**config.mk**
```make
export PLATFORM = sky130hd
export DESIGN_NAME = nps_sequencer
export DESIGN_NICKNAME = d
export VERILOG_FILES = /design/src/nps_sequencer.v /design/src/nps_sync.v /design/src/nps_timer.v
export VERILOG_INCLUDE_DIRS = /design/src /design/src/src
export SDC_FILE = /design/constraint.sdc
export NUM_CORES = 1
export LEC_CHECK = 0
export BUFFER_PORTS_ARGS = -buffer_cell sky130_fd_sc_hd__buf_4
export CAP_MARGIN = 30
export CORE_MARGIN = 2
export CORE_UTILIZATION = 50
export DETAILED_ROUTE_END_ITERATION = 12
export GPL_TIMING_DRIVEN = 0
export PLACE_DENSITY_LB_ADDON = 0.25
export SYNTH_ARGS = -nofsm -noshare
export SYNTH_HDL_FRONTEND = slang
export SYNTH_SLANG_ARGS = --single-unit
```
**constraint.sdc**
```tcl
create_clock -name MCLK_IN -period 4.92 [get_ports MCLK_IN]
set_input_delay 0.492 -clock MCLK_IN [delete_from_list [all_inputs] [get_ports MCLK_IN]]
set_output_delay 0.492 -clock MCLK_IN [all_outputs]
set_load 0.01 [all_outputs]
```
**src/nps_regs.vh**
```
// Opcodes, field positions and timing constants of the program/erase sequencer
`ifndef NPS_REGS_VH
`define NPS_REGS_VH
`define NPS_OP_WREN      8'h06
`define NPS_OP_RDSR      8'h05
`define NPS_OP_PAGE      8'h02
`define NPS_OP_QPAGE     8'h32
`define NPS_OP_SECT      8'h20
`define NPS_OP_HALF      8'h52
`define NPS_OP_BLOCK     8'hd8
`define NPS_OP_CHIP_A    8'hc7
`define NPS_OP_CHIP_B    8'h60
`define NPS_OP_SUSPEND   8'h75
`define NPS_OP_RESUME    8'h7a
`define NPS_OP_WRSR1     8'h01
`define NPS_OP_WRSR2     8'h31
`define NPS_OP_WRSR3     8'h11
`define NPS_OP_SECPROG   8'h42
`define NPS_OP_SECERASE  8'h44
// Status byte bit positions
`define NPS_ST_BUSY      0
`define NPS_ST_WEL       1
`define NPS_ST_SUS       7
// Address field bounds
`define NPS_SECT_LSB     12
`define NPS_HALF_LSB     15
`define NPS_BLOCK_LSB    16
`define NPS_PAGE_LSB     8
// Kinds of self-timed cycle
`define NPS_KIND_PAGE    3'h1
`define NPS_KIND_SECT    3'h2
`define NPS_KIND_HALF    3'h3
`define NPS_KIND_BLOCK   3'h4
`define NPS_KIND_CHIP    3'h5
`define NPS_KIND_NONE    3'h0
// Resume must raise busy within this time
`define NPS_RESUME_NS    200
`define NPS_CLK_NS       50
`endif

```
**src/nps_sequencer.v**
```verilog
// Serial NOR program/erase command sequencer with suspend and resume
// Operation
// - Page program: opcode, 24-bit address, data
// - Program/erase needs write latch armed
// - Data address wraps within 256-byte page
// - Select must rise on byte boundary
// - Chip erase select rises after opcode
// - Busy held during self-timed cycle
// - Completion clears write latch
// - Protected target blocks program or erase
// - Any protection refuses chip erase
// - Quad page program needs quad enable
// - Sector erase clears 4 KiB sector
// - Block 64 KiB, half block 32 KiB
// - C7h or 60h erase whole array
// - Suspend only during busy sector/block/page
// - Suspend ignored during chip erase
// - Erase suspended rejects erase, status writes
// - Program suspended rejects program, 01h/31h status writes
// - Other sectors allowed while suspended; this model starts only a page program, and only in erase suspend
// - Commands on suspended sector are ignored
// - Suspend sets flag, drops busy promptly
// - Resume clears flag, busy within 200 ns
// - Opcode 06h arms write latch
// - Status read answered at any time
`timescale 1ns/10ps
`include "nps_regs.vh"
module nps_sequencer
#(
  parameter PAGE_CYCLES  = 24'd8000,
  parameter SECT_CYCLES  = 24'd20000,
  parameter HALF_CYCLES  = 24'd40000,
  parameter BLOCK_CYCLES = 24'd60000,
  parameter CHIP_CYCLES  = 24'd200000,
  parameter SUS_CYCLES   = 24'd100,
  parameter TW           = 24
)
(
  input  wire        MCLK_IN,
  input  wire        RESET_N_IN,
  input  wire        SEL_N_IN,
  input  wire        SCLK_IN,
  input  wire        LANE_ZERO_IN,
  input  wire        LANE_ONE_IN,
  input  wire        LANE_TWO_IN,
  input  wire        LANE_THREE_IN,
  output reg         LANE_ONE_OUT,
  output wire        LANE_ONE_OE_N_OUT,
  input  wire        QUAD_LANES_ON_IN,
  input  wire        PROTECT_FROM_BOTTOM_IN,
  input  wire        SMALL_GRANULE_PROTECT_IN,
  input  wire        PROTECT_SIZE_BIT2_IN,
  input  wire        PROTECT_SIZE_BIT1_IN,
  input  wire        PROTECT_SIZE_BIT0_IN,
  input  wire        TARGET_PROTECTED_IN,
  output reg  [23:0] TARGET_ADDR_OUT,
  output reg         WRITE_LATCH_ARMED_OUT,
  output reg         BUSY_OUT,
  output reg         SUSPENDED_FLAG_OUT,
  output reg         PAGE_WR_OUT,
  output reg  [7:0]  PAGE_WR_INDEX_OUT,
  output reg  [7:0]  PAGE_WR_DATA_OUT,
  output reg         START_OUT,
  output reg  [2:0]  START_KIND_OUT,
  output reg         DONE_OUT
);
  localparam ST_IDLE = 4'b0001;
  localparam ST_RUN  = 4'b0010;
  localparam ST_SUSP = 4'b0100;
  localparam ST_NEST = 4'b1000;
  localparam [TW-1:0] RES_CYCLES = (`NPS_RESUME_NS / `NPS_CLK_NS);

  wire       sel_n;
  wire       sel_rise;
  wire       sel_fall;
  wire       sclk_rise;
  wire       sclk_fall;
  wire [3:0] lanes;

  nps_sync #(.WIDTH(1)) u_sel
  (
    .clk_in   (MCLK_IN),
    .async_in (SEL_N_IN),
    .sync_out (sel_n),
    .rise_out (sel_rise),
    .fall_out (sel_fall)
  );
  nps_sync #(.WIDTH(1)) u_clk
  (
    .clk_in   (MCLK_IN),
    .async_in (SCLK_IN),
    .sync_out (),
    .rise_out (sclk_rise),
    .fall_out (sclk_fall)
  );
  nps_sync #(.WIDTH(4)) u_lane
  (
    .clk_in   (MCLK_IN),
    .async_in ({LANE_THREE_IN, LANE_TWO_IN, LANE_ONE_IN, LANE_ZERO_IN}),
    .sync_out (lanes),
    .rise_out (),
    .fall_out ()
  );

  // Frame shifter
  reg  [7:0]  shift;
  reg  [2:0]  bitcnt;
  reg  [5:0]  bytecnt;
  reg  [7:0]  opcode;
  reg  [23:0] addr;
  reg  [7:0]  index;
  reg         data_seen;
  reg         quad;
  reg         byte_done;
  reg  [7:0]  status_sh;
  wire [2:0]  step      = quad ? 3'd4 : 3'd1;
  wire [7:0]  next_shift = quad ? {shift[3:0], lanes} : {shift[6:0], lanes[0]};
  wire [2:0]  next_bitcnt = bitcnt + step;
  wire        byte_end   = (next_bitcnt == 3'd0);
  wire        in_frame   = !sel_n;

  // Sequencer state
  reg  [3:0]    state;
  reg           nest_load;
  wire          nest_done;
  reg  [2:0]    kind;
  reg  [23:0]   run_addr;
  reg  [TW-1:0] sus_wait;
  reg           resuming;
  reg           tmr_load;
  reg  [TW-1:0] tmr_count;
  wire          tmr_done;

  nps_timer #(.WIDTH(TW)) u_tmr
  (
    .clk_in     (MCLK_IN),
    .reset_n_in (RESET_N_IN),
    .load_in    (tmr_load),
    .count_in   (tmr_count),
    .run_in     (state == ST_RUN && !resuming),
    .done_out   (tmr_done)
  );
  // Separate counter so a nested page program keeps the suspended erase's remaining time
  nps_timer #(.WIDTH(TW)) u_nest
  (
    .clk_in     (MCLK_IN),
    .reset_n_in (RESET_N_IN),
    .load_in    (nest_load),
    .count_in   (tmr_count),
    .run_in     (state == ST_NEST),
    .done_out   (nest_done)
  );

  always @(posedge MCLK_IN)
  begin
    if (!RESET_N_IN)
    begin
      shift     <= 8'h00;
      bitcnt    <= 3'd0;
      bytecnt   <= 6'd0;
      opcode    <= 8'h00;
      addr      <= 24'h000000;
      index     <= 8'h00;
      data_seen <= 1'b0;
      quad      <= 1'b0;
      byte_done <= 1'b1;
    end
    else if (sel_fall)
    begin
      bitcnt    <= 3'd0;
      bytecnt   <= 6'd0;
      byte_done <= 1'b1;
      data_seen <= 1'b0;
      quad      <= 1'b0;
    end
    else if (in_frame && sclk_rise)
    begin
      shift     <= next_shift;
      bitcnt    <= next_bitcnt;
      byte_done <= byte_end;
      if (byte_end)
      begin
        if (bytecnt != 6'h3f)
          bytecnt <= bytecnt + 6'd1;
        if (bytecnt == 6'd0)
        begin
          opcode <= next_shift;
          quad   <= (next_shift == `NPS_OP_QPAGE) && QUAD_LANES_ON_IN;
        end
        else if (bytecnt < 6'd4)
        begin
          addr <= {addr[15:0], next_shift};
          if (bytecnt == 6'd3)
            index <= next_shift;
        end
        else
        begin
          data_seen <= 1'b1;
          index     <= index + 8'd1;
        end
      end
    end
  end

  // Page buffer writes go to the low eight bits only, wrapping in the page
  always @(posedge MCLK_IN)
  begin
    if (!RESET_N_IN)
    begin
      PAGE_WR_OUT       <= 1'b0;
      PAGE_WR_INDEX_OUT <= 8'h00;
      PAGE_WR_DATA_OUT  <= 8'h00;
    end
    else
    begin
      PAGE_WR_OUT <= in_frame && sclk_rise && byte_end && bytecnt >= 6'd4 && state != ST_RUN &&
                     (opcode == `NPS_OP_PAGE || opcode == `NPS_OP_QPAGE);
      PAGE_WR_INDEX_OUT <= index;
      PAGE_WR_DATA_OUT  <= next_shift;
    end
  end

  // Status read: shifted out MSB first on falling serial clock
  assign LANE_ONE_OE_N_OUT = !(in_frame && opcode == `NPS_OP_RDSR && bytecnt != 6'd0);
  always @(posedge MCLK_IN)
  begin
    if (!RESET_N_IN)
    begin
      status_sh    <= 8'h00;
      LANE_ONE_OUT <= 1'b0;
    end
    else if (in_frame && sclk_rise && byte_end && (bytecnt == 6'd0 ? next_shift : opcode) == `NPS_OP_RDSR)
    begin
      status_sh <= {SUSPENDED_FLAG_OUT, 5'h00, WRITE_LATCH_ARMED_OUT, BUSY_OUT};
    end
    else if (in_frame && sclk_fall && opcode == `NPS_OP_RDSR && bytecnt != 6'd0)
    begin
      LANE_ONE_OUT <= status_sh[7];
      status_sh    <= {status_sh[6:0], status_sh[7]};
    end
  end

  // Command decode at select rise
  wire any_prot   = PROTECT_SIZE_BIT2_IN | PROTECT_SIZE_BIT1_IN | PROTECT_SIZE_BIT0_IN;
  wire is_page    = opcode == `NPS_OP_PAGE || (opcode == `NPS_OP_QPAGE && QUAD_LANES_ON_IN);
  wire is_chip    = opcode == `NPS_OP_CHIP_A || opcode == `NPS_OP_CHIP_B;
  wire is_sect    = opcode == `NPS_OP_SECT;
  wire is_half    = opcode == `NPS_OP_HALF;
  wire is_block   = opcode == `NPS_OP_BLOCK;
  wire is_erase   = is_sect || is_half || is_block || is_chip || opcode == `NPS_OP_SECERASE;
  wire is_prog    = is_page || opcode == `NPS_OP_SECPROG;
  wire is_wrsr    = opcode == `NPS_OP_WRSR1 || opcode == `NPS_OP_WRSR2 || opcode == `NPS_OP_WRSR3;
  wire susp_erase = state == ST_SUSP && kind != `NPS_KIND_PAGE;
  wire susp_prog  = state == ST_SUSP && kind == `NPS_KIND_PAGE;
  wire same_sect  = state == ST_SUSP &&
                    addr[23:`NPS_SECT_LSB] == run_addr[23:`NPS_SECT_LSB];
  wire blocked    = (susp_erase && (is_erase || opcode == `NPS_OP_WRSR3 || is_wrsr)) ||
                    (susp_prog && (is_prog || opcode == `NPS_OP_WRSR1 || opcode == `NPS_OP_WRSR2)) ||
                    (same_sect && !is_chip);
  wire framing_ok = byte_done && bitcnt == 3'd0;
  wire addr_ok    = bytecnt == 6'd4 && !is_page;
  wire page_ok    = is_page && data_seen;
  wire chip_ok    = is_chip && bytecnt == 6'd1;
  wire legal      = framing_ok && (addr_ok && (is_sect || is_half || is_block) || page_ok || chip_ok);
  wire prot_fail  = is_chip ? (any_prot || susp_prog) : TARGET_PROTECTED_IN;
  wire accept     = sel_rise && state != ST_RUN && state != ST_NEST && WRITE_LATCH_ARMED_OUT && legal &&
                    !prot_fail && !blocked && !(is_chip && state == ST_SUSP);
  wire one_byte   = sel_rise && framing_ok && bytecnt == 6'd1;
  wire do_susp    = one_byte && opcode == `NPS_OP_SUSPEND && state == ST_RUN && !resuming &&
                    !SUSPENDED_FLAG_OUT && kind != `NPS_KIND_CHIP;
  wire do_resume  = one_byte && opcode == `NPS_OP_RESUME && state == ST_SUSP && !BUSY_OUT;
  wire do_wren    = one_byte && opcode == `NPS_OP_WREN && state != ST_RUN && state != ST_NEST;

  reg [2:0] next_kind;
  always @*
  begin
    next_kind = `NPS_KIND_NONE;
    if (is_page)
      next_kind = `NPS_KIND_PAGE;
    else if (is_sect)
      next_kind = `NPS_KIND_SECT;
    else if (is_half)
      next_kind = `NPS_KIND_HALF;
    else if (is_block)
      next_kind = `NPS_KIND_BLOCK;
    else if (is_chip)
      next_kind = `NPS_KIND_CHIP;
  end

  always @*
  begin
    case (next_kind)
      `NPS_KIND_PAGE:  tmr_count = PAGE_CYCLES;
      `NPS_KIND_SECT:  tmr_count = SECT_CYCLES;
      `NPS_KIND_HALF:  tmr_count = HALF_CYCLES;
      `NPS_KIND_BLOCK: tmr_count = BLOCK_CYCLES;
      default:         tmr_count = CHIP_CYCLES;
    endcase
  end

  // A program started from erase suspend nests; this model keeps the
  // suspended erase plus one nested page program, taken only while the
  // suspended cycle is not running. Limitation: one level of nesting.
  always @(posedge MCLK_IN)
  begin
    if (!RESET_N_IN)
    begin
      state                 <= ST_IDLE;
      kind                  <= `NPS_KIND_NONE;
      run_addr              <= 24'h000000;
      sus_wait              <= {TW{1'b0}};
      resuming              <= 1'b0;
      tmr_load              <= 1'b0;
      nest_load             <= 1'b0;
      WRITE_LATCH_ARMED_OUT <= 1'b0;
      BUSY_OUT              <= 1'b0;
      SUSPENDED_FLAG_OUT    <= 1'b0;
      TARGET_ADDR_OUT       <= 24'h000000;
      START_OUT             <= 1'b0;
      START_KIND_OUT        <= `NPS_KIND_NONE;
      DONE_OUT              <= 1'b0;
    end
    else
    begin
      tmr_load  <= 1'b0;
      nest_load <= 1'b0;
      START_OUT <= 1'b0;
      DONE_OUT  <= 1'b0;
      if (sel_fall || sel_rise)
        TARGET_ADDR_OUT <= addr;
      if (do_wren)
        WRITE_LATCH_ARMED_OUT <= 1'b1;
      case (state)
        ST_IDLE:
        begin
          if (accept && next_kind != `NPS_KIND_NONE)
          begin
            state          <= ST_RUN;
            kind           <= next_kind;
            run_addr       <= addr;
            tmr_load       <= 1'b1;
            BUSY_OUT       <= 1'b1;
            START_OUT      <= 1'b1;
            START_KIND_OUT <= next_kind;
          end
        end
        ST_RUN:
        begin
          if (resuming)
          begin
            sus_wait <= sus_wait - {{(TW-1){1'b0}}, 1'b1};
            if (sus_wait <= {{(TW-1){1'b0}}, 1'b1})
            begin
              resuming <= 1'b0;
              BUSY_OUT <= 1'b1;
            end
          end
          else if (do_susp)
          begin
            SUSPENDED_FLAG_OUT <= 1'b1;
            sus_wait           <= SUS_CYCLES;
            state              <= ST_SUSP;
          end
          else if (tmr_done)
          begin
            state                 <= ST_IDLE;
            kind                  <= `NPS_KIND_NONE;
            BUSY_OUT              <= 1'b0;
            WRITE_LATCH_ARMED_OUT <= 1'b0;
            DONE_OUT              <= 1'b1;
          end
        end
        ST_SUSP:
        begin
          if (BUSY_OUT)
          begin
            sus_wait <= sus_wait - {{(TW-1){1'b0}}, 1'b1};
            if (sus_wait <= {{(TW-1){1'b0}}, 1'b1})
              BUSY_OUT <= 1'b0;
          end
          else if (do_resume)
          begin
            SUSPENDED_FLAG_OUT <= 1'b0;
            state              <= ST_RUN;
            resuming           <= 1'b1;
            sus_wait           <= RES_CYCLES;
          end
          else if (accept && is_page && kind != `NPS_KIND_PAGE)
          begin
            state          <= ST_NEST;
            nest_load      <= 1'b1;
            BUSY_OUT       <= 1'b1;
            START_OUT      <= 1'b1;
            START_KIND_OUT <= `NPS_KIND_PAGE;
          end
        end
        ST_NEST:
        begin
          if (nest_done)
          begin
            state                 <= ST_SUSP;
            BUSY_OUT              <= 1'b0;
            WRITE_LATCH_ARMED_OUT <= 1'b0;
            DONE_OUT              <= 1'b1;
          end
        end
        default:
          state <= ST_IDLE;
      endcase
    end
  end
endmodule // nps_sequencer

```
**src/nps_sync.v**
```verilog
// Two-flop synchroniser for pin inputs with edge outputs
`timescale 1ns/10ps
module nps_sync
#(
  parameter WIDTH = 1
)
(
  input  wire             clk_in,
  input  wire [WIDTH-1:0] async_in,
  output reg  [WIDTH-1:0] sync_out,
  output wire [WIDTH-1:0] rise_out,
  output wire [WIDTH-1:0] fall_out
);
  reg [WIDTH-1:0] stage;
  reg [WIDTH-1:0] prev;
  // No reset: a synchroniser only follows its pins
  always @(posedge clk_in)
  begin
    stage    <= async_in;
    sync_out <= stage;
    prev     <= sync_out;
  end
  assign rise_out = sync_out & ~prev;
  assign fall_out = ~sync_out & prev;
endmodule // nps_sync

```
**src/nps_timer.v**
```verilog
// Self-timed cycle counter that can pause and continue
`timescale 1ns/10ps
module nps_timer
#(
  parameter WIDTH = 24
)
(
  input  wire             clk_in,
  input  wire             reset_n_in,
  input  wire             load_in,
  input  wire [WIDTH-1:0] count_in,
  input  wire             run_in,
  output wire             done_out
);
  reg [WIDTH-1:0] remain;
  always @(posedge clk_in)
  begin
    if (!reset_n_in)
      remain <= {WIDTH{1'b0}};
    else if (load_in)
      remain <= count_in;
    else if (run_in && remain != {WIDTH{1'b0}})
      remain <= remain - {{(WIDTH-1){1'b0}}, 1'b1};
  end
  assign done_out = run_in && (remain == {{(WIDTH-1){1'b0}}, 1'b1});
endmodule // nps_timer

```
==> metrics.log <==
INFO  metric maxCapViolCount = 0
INFO  metric power.sequential.fraction = a little under half
INFO  metric timing_worst_setup_path_type = register to register
INFO  metric power.clock.fraction = roughly 48%
INFO  metric postRouteAntennaNets = 0
INFO  metric die-height = 145 um
INFO  metric antenna_violations_before_repair = 0
INFO  metric cts_buffer_count = 24
INFO  metric synth.ff_latch_count = 225
INFO  metric r2r_start = opcode[4]$_SDFFE_PN0P_
INFO  metric worst_slew_pin_slew = 0.883 ns
INFO  metric finClkSkew = between 0.015 and 0.02 ns
INFO  metric timing.critical_path.required = about 5.3 ns
INFO  metric rsz0062_at_grt = false
INFO  metric synthesis.area = between 0.009 and 0.01 mm2
INFO  metric seqCellArea = 0.00450 mm2
INFO  metric worstHoldEndpoint = u_lane.stage[1]$_DFF_P_
INFO  metric detailedPlacementHpwl = 16700 um
INFO  metric placement_row_count = about 50
INFO  metric synthesis.yosys.warnings = 0
INFO  metric met1_usage = between 30% and 40%
INFO  metric synth_fp_nets = approximately 1.2k
INFO  metric regToRegSetupSlack = approximately 1.7 ns
INFO  metric post_cts_resize_count = 0
INFO  metric post-cts-setup-buffer-count = 0
INFO  metric synth_to_layout_area_growth = 16.6%
INFO  metric cts_hold_buffers = 0
INFO  metric grt_total_ovfl = 0
INFO  metric hold_viol = 0
INFO  metric synth.area.top_cells = dfxtp_1, nor2_1, mux2i_1
INFO  metric clock_tree.root_cell = clkbuf_16
INFO  metric fill_cells = 1746
INFO  metric r2r_end = status_sh[0]$_SDFFE_PN0P_
INFO  metric synth.distinct_cells = around 70
INFO  metric post_drt_wl_per_cell = between 15 and 20 um
INFO  metric worst_r2r_path_depth = 10
INFO  metric setup.worst_path.end_class = register
INFO  metric run_status = completed
INFO  metric die_x = around 140 um
INFO  metric h_tree_depth_reported_by_cts = 1
INFO  metric holdCritPathClass = input port to register
INFO  metric layout-drive-gt1-share = 11.5%
INFO  metric worst_slack = 1.72 ns
INFO  metric cp.arrival = 3.59 ns
INFO  metric final_period_minus_worst_setup_slack = around 3.2 ns
INFO  metric post-synth-top-area-fraction = 45.4%
INFO  metric ys.flop_type = dfxtp_1
INFO  metric grt_pass1_vias = around 7.6k
INFO  metric clock_insertion_delay_worst_skew = 0.53 ns
INFO  metric dr_total_vias = about 8.2k
INFO  metric buffer_ports.inserted = a little over 60
INFO  metric multiInputGateArea = 0.00507 mm2
INFO  metric async_reset_ff_share = 0%
INFO  metric worstHoldStart = LANE_ONE_IN
INFO  metric power.leakage = 4.42 nW
INFO  metric fin_total_pwr = between 3 and 4 mW
INFO  metric setup.worst_path.start_class = register
INFO  metric netlist_instances = approximately 1.1k
INFO  metric synth_top_area_cell = dfxtp_1
INFO  metric die_area = approximately 0.021 mm2
INFO  metric finalSetupTns = 0 ns
INFO  metric grt_pass1_wl = around 38000 um
INFO  metric place.gp.congestion = between 0.9 and 1
INFO  metric synth-edff-count = 0
INFO  metric max_slew_margin = between 30 and 40%
INFO  metric tritoncts_num_sinks = about 230
INFO  metric post_synth.cell_area_avg = a little under 9 um2
INFO  metric gr-usage-all-layers = between 20 and 25%
INFO  metric postRouteWirelength = 23400 um
INFO  metric internal-power = ~3.0 mW
INFO  metric drtIter0Drc = approximately 480
INFO  metric drv_slew = 0
INFO  metric power_per_cell_area = about 340 mW/mm2
INFO  metric count_of_endpoints_failing_setup_in_the_final_report = 0
INFO  metric antenna_fix_cells = 0
INFO  metric hold_depth = 1
INFO  metric coreArea = 0.0195 mm2
INFO  metric floorplan.initialDensity = about half
INFO  metric clock_tree_from_tritoncts = done
INFO  metric routed_via_density = ~5.4
INFO  metric io-pin-count = 66
INFO  metric worst-path-max-fanout = 10
INFO  metric post-route-drc-count = 0
INFO  metric power.switching = between 0.8 and 0.9 mW
INFO  metric vdd_ir_drop_max = 0.420 mV
INFO  metric finalCritPeriodShare = between 60% and 70%
INFO  metric synth_sequential_area_ratio = ~45%
INFO  metric gr-usage-met2 = 36.4%
INFO  metric reg_clk_slew_reported_paths = about 0.06 ns
INFO  metric power.combinational.fraction = 5.0%
INFO  metric final_nets = around 1.3k
INFO  metric groute.layer.met3.usage = under 10%
INFO  metric pre_cts_worst_setup_slack = 1.81 ns
INFO  metric ctsLongestPathBuffers = 3
INFO  metric firstDrtPassIters = 5
INFO  metric gr-max-usage-layer = met2
INFO  metric netSwitchingFraction = between 20 and 25%
INFO  metric achievable-frequency = between 300 and 400 MHz
INFO  metric grt_start_max_net_pins = 15
==> worst max path at each step <==
stage	depth (start not counted)	to	slack [ns]	start
after global placement	10	status_sh[0]$_SDFFE_PN0P_	1.81	opcode[4]$_SDFFE_PN0P_
after detailed placement	10	status_sh[0]$_SDFFE_PN0P_	1.81	opcode[4]$_SDFFE_PN0P_
after floorplan	12	index[0]$_SDFFE_PN0P_	2.33	quad$_SDFFE_PP0P_
after global routing	11	opcode[6]$_SDFFE_PN0P_	1.44	quad$_SDFFE_PP0P_
after CTS	11	addr[5]$_SDFFE_PN0P_	1.75	quad$_SDFFE_PP0P_
final	10	status_sh[0]$_SDFFE_PN0P_	1.72	opcode[4]$_SDFFE_PN0P_
==> placed cells by master, fill, tap and decap left out, types with 5 or more instances in the layout <==
| cell type | instances |
|---|---|
| buf_4 | 62 |
| nand3b_1 | 9 |
| or4_1 | 13 |
| xor2_1 | 29 |
| clkbuf_8 | 5 |
| nor2_1 | 204 |
| nor4b_1 | 6 |
| nand4_1 | 13 |
| or3_1 | 19 |
| nor4_1 | 22 |
| nand2_1 | 100 |
| buf_2 | 7 |
| inv_1 | 27 |
| clkinvlp_4 | 9 |
| a211oi_1 | 37 |
| dfxtp_1 | 225 |
| a31oi_1 | 7 |
| nand3_1 | 20 |
| mux2i_1 | 53 |
| ha_1 | 14 |
| a21oi_1 | 62 |
| nor3_1 | 31 |
| nand2b_1 | 10 |
| and2_1 | 16 |
| and3_1 | 5 |
| o221a_2 | 5 |
| xnor2_1 | 49 |
| o21ai_0 | 29 |
| clkbuf_16 | 24 |
| clkbuf_1 | 48 |
==> final cells by class <==
cell class              count  share of cell area, %
clock inverters            13                   1.50
repair buffers             62                   4.03
multi-input cells         829                   43.8
inverters                  28                  0.909
flip-flops and latches    225                   39.0
well taps                 265                   2.87
plain buffers              58                   2.03
clock buffers              31                   5.85
==> Yosys cell counts, types with 20 or more instances <==
library cell  instances
o21ai_0              29
xor2_1               29
nand2_1             100
nand3_1              20
mux2i_1              53
nor4_1               22
xnor2_1              49
a211oi_1             37
inv_1                27
dfxtp_1             225
nor2_1              204
clkbuf_1             46
nor3_1               31
a21oi_1              62
==> layer usage <==
| layer | wire length (um) | vias up |
|---|---|---|
| li1 | - | 4165 |
| met1 | 11100 | 3779 |
| met2 | 10700 | 182 |
| met3 | 1000 | 47 |
| met4 | 640 | 0 |
| met5 | 0 | - |
==> cell families after synthesis <==
logic type / after synthesis / share of synthesized area [%]
simple gates: 502 / 25.0
flops: 225 / 45.4
compound gates: 181 / 12.0
buf+inv: 86 / 3.43
xor+xnor: 78 / 6.89
mux: 54 / 5.46
fa+ha+maj: 14 / 1.77
==> registers in the layout, summed over array words and instances (netlist names), 12 cells and up <==
name,count
TARGET_ADDR_OUT,24
addr,24
sus_wait,24
u_nest.remain,24
u_tmr.remain,24
run_addr,12
==> power groups by stage <==
stage / Clock [mW] / Combinational (mW) / Sequential (mW)
floorplan: 0 / 0.134 / 1.89
global placement: 0 / 0.196 / 1.90
detailed placement: 0 / 0.196 / 1.90
CTS: 1.92 / 0.197 / 1.86
global route: 1.99 / 0.217 / 1.86
finish: 1.89 / 0.198 / 1.86
==> critical path, stage by stage (launching register included) <==
cell and delay [ns]:
dfxtp_1 0.29, clkbuf_1 0.21, nor4b_1 0.60, nand2_1 0.22
nor3b_1 0.37, nand2_1 0.16, nor3_1 0.56, buf_2 0.35
o21ai_0 0.10, o21ai_0 0.11, a21oi_1 0.09
==> through the flow <==
step | instance area, um2 | utilization (%) | instances | hold WS [ns]
after CTS | 11600 | 59.4 | 1511 | 0.0534
after floorplan | 9910 | - | 1140 | 0.310
final | 11600 | 59.4 | 1511 | 0.0628
after global placement | 10700 | 55.0 | 1467 | 0.311
after global routing | 11600 | 59.4 | 1511 | 0.0507
after detailed placement | 10700 | 55.0 | 1467 | 0.315
(Power assumes the default switching activity.)
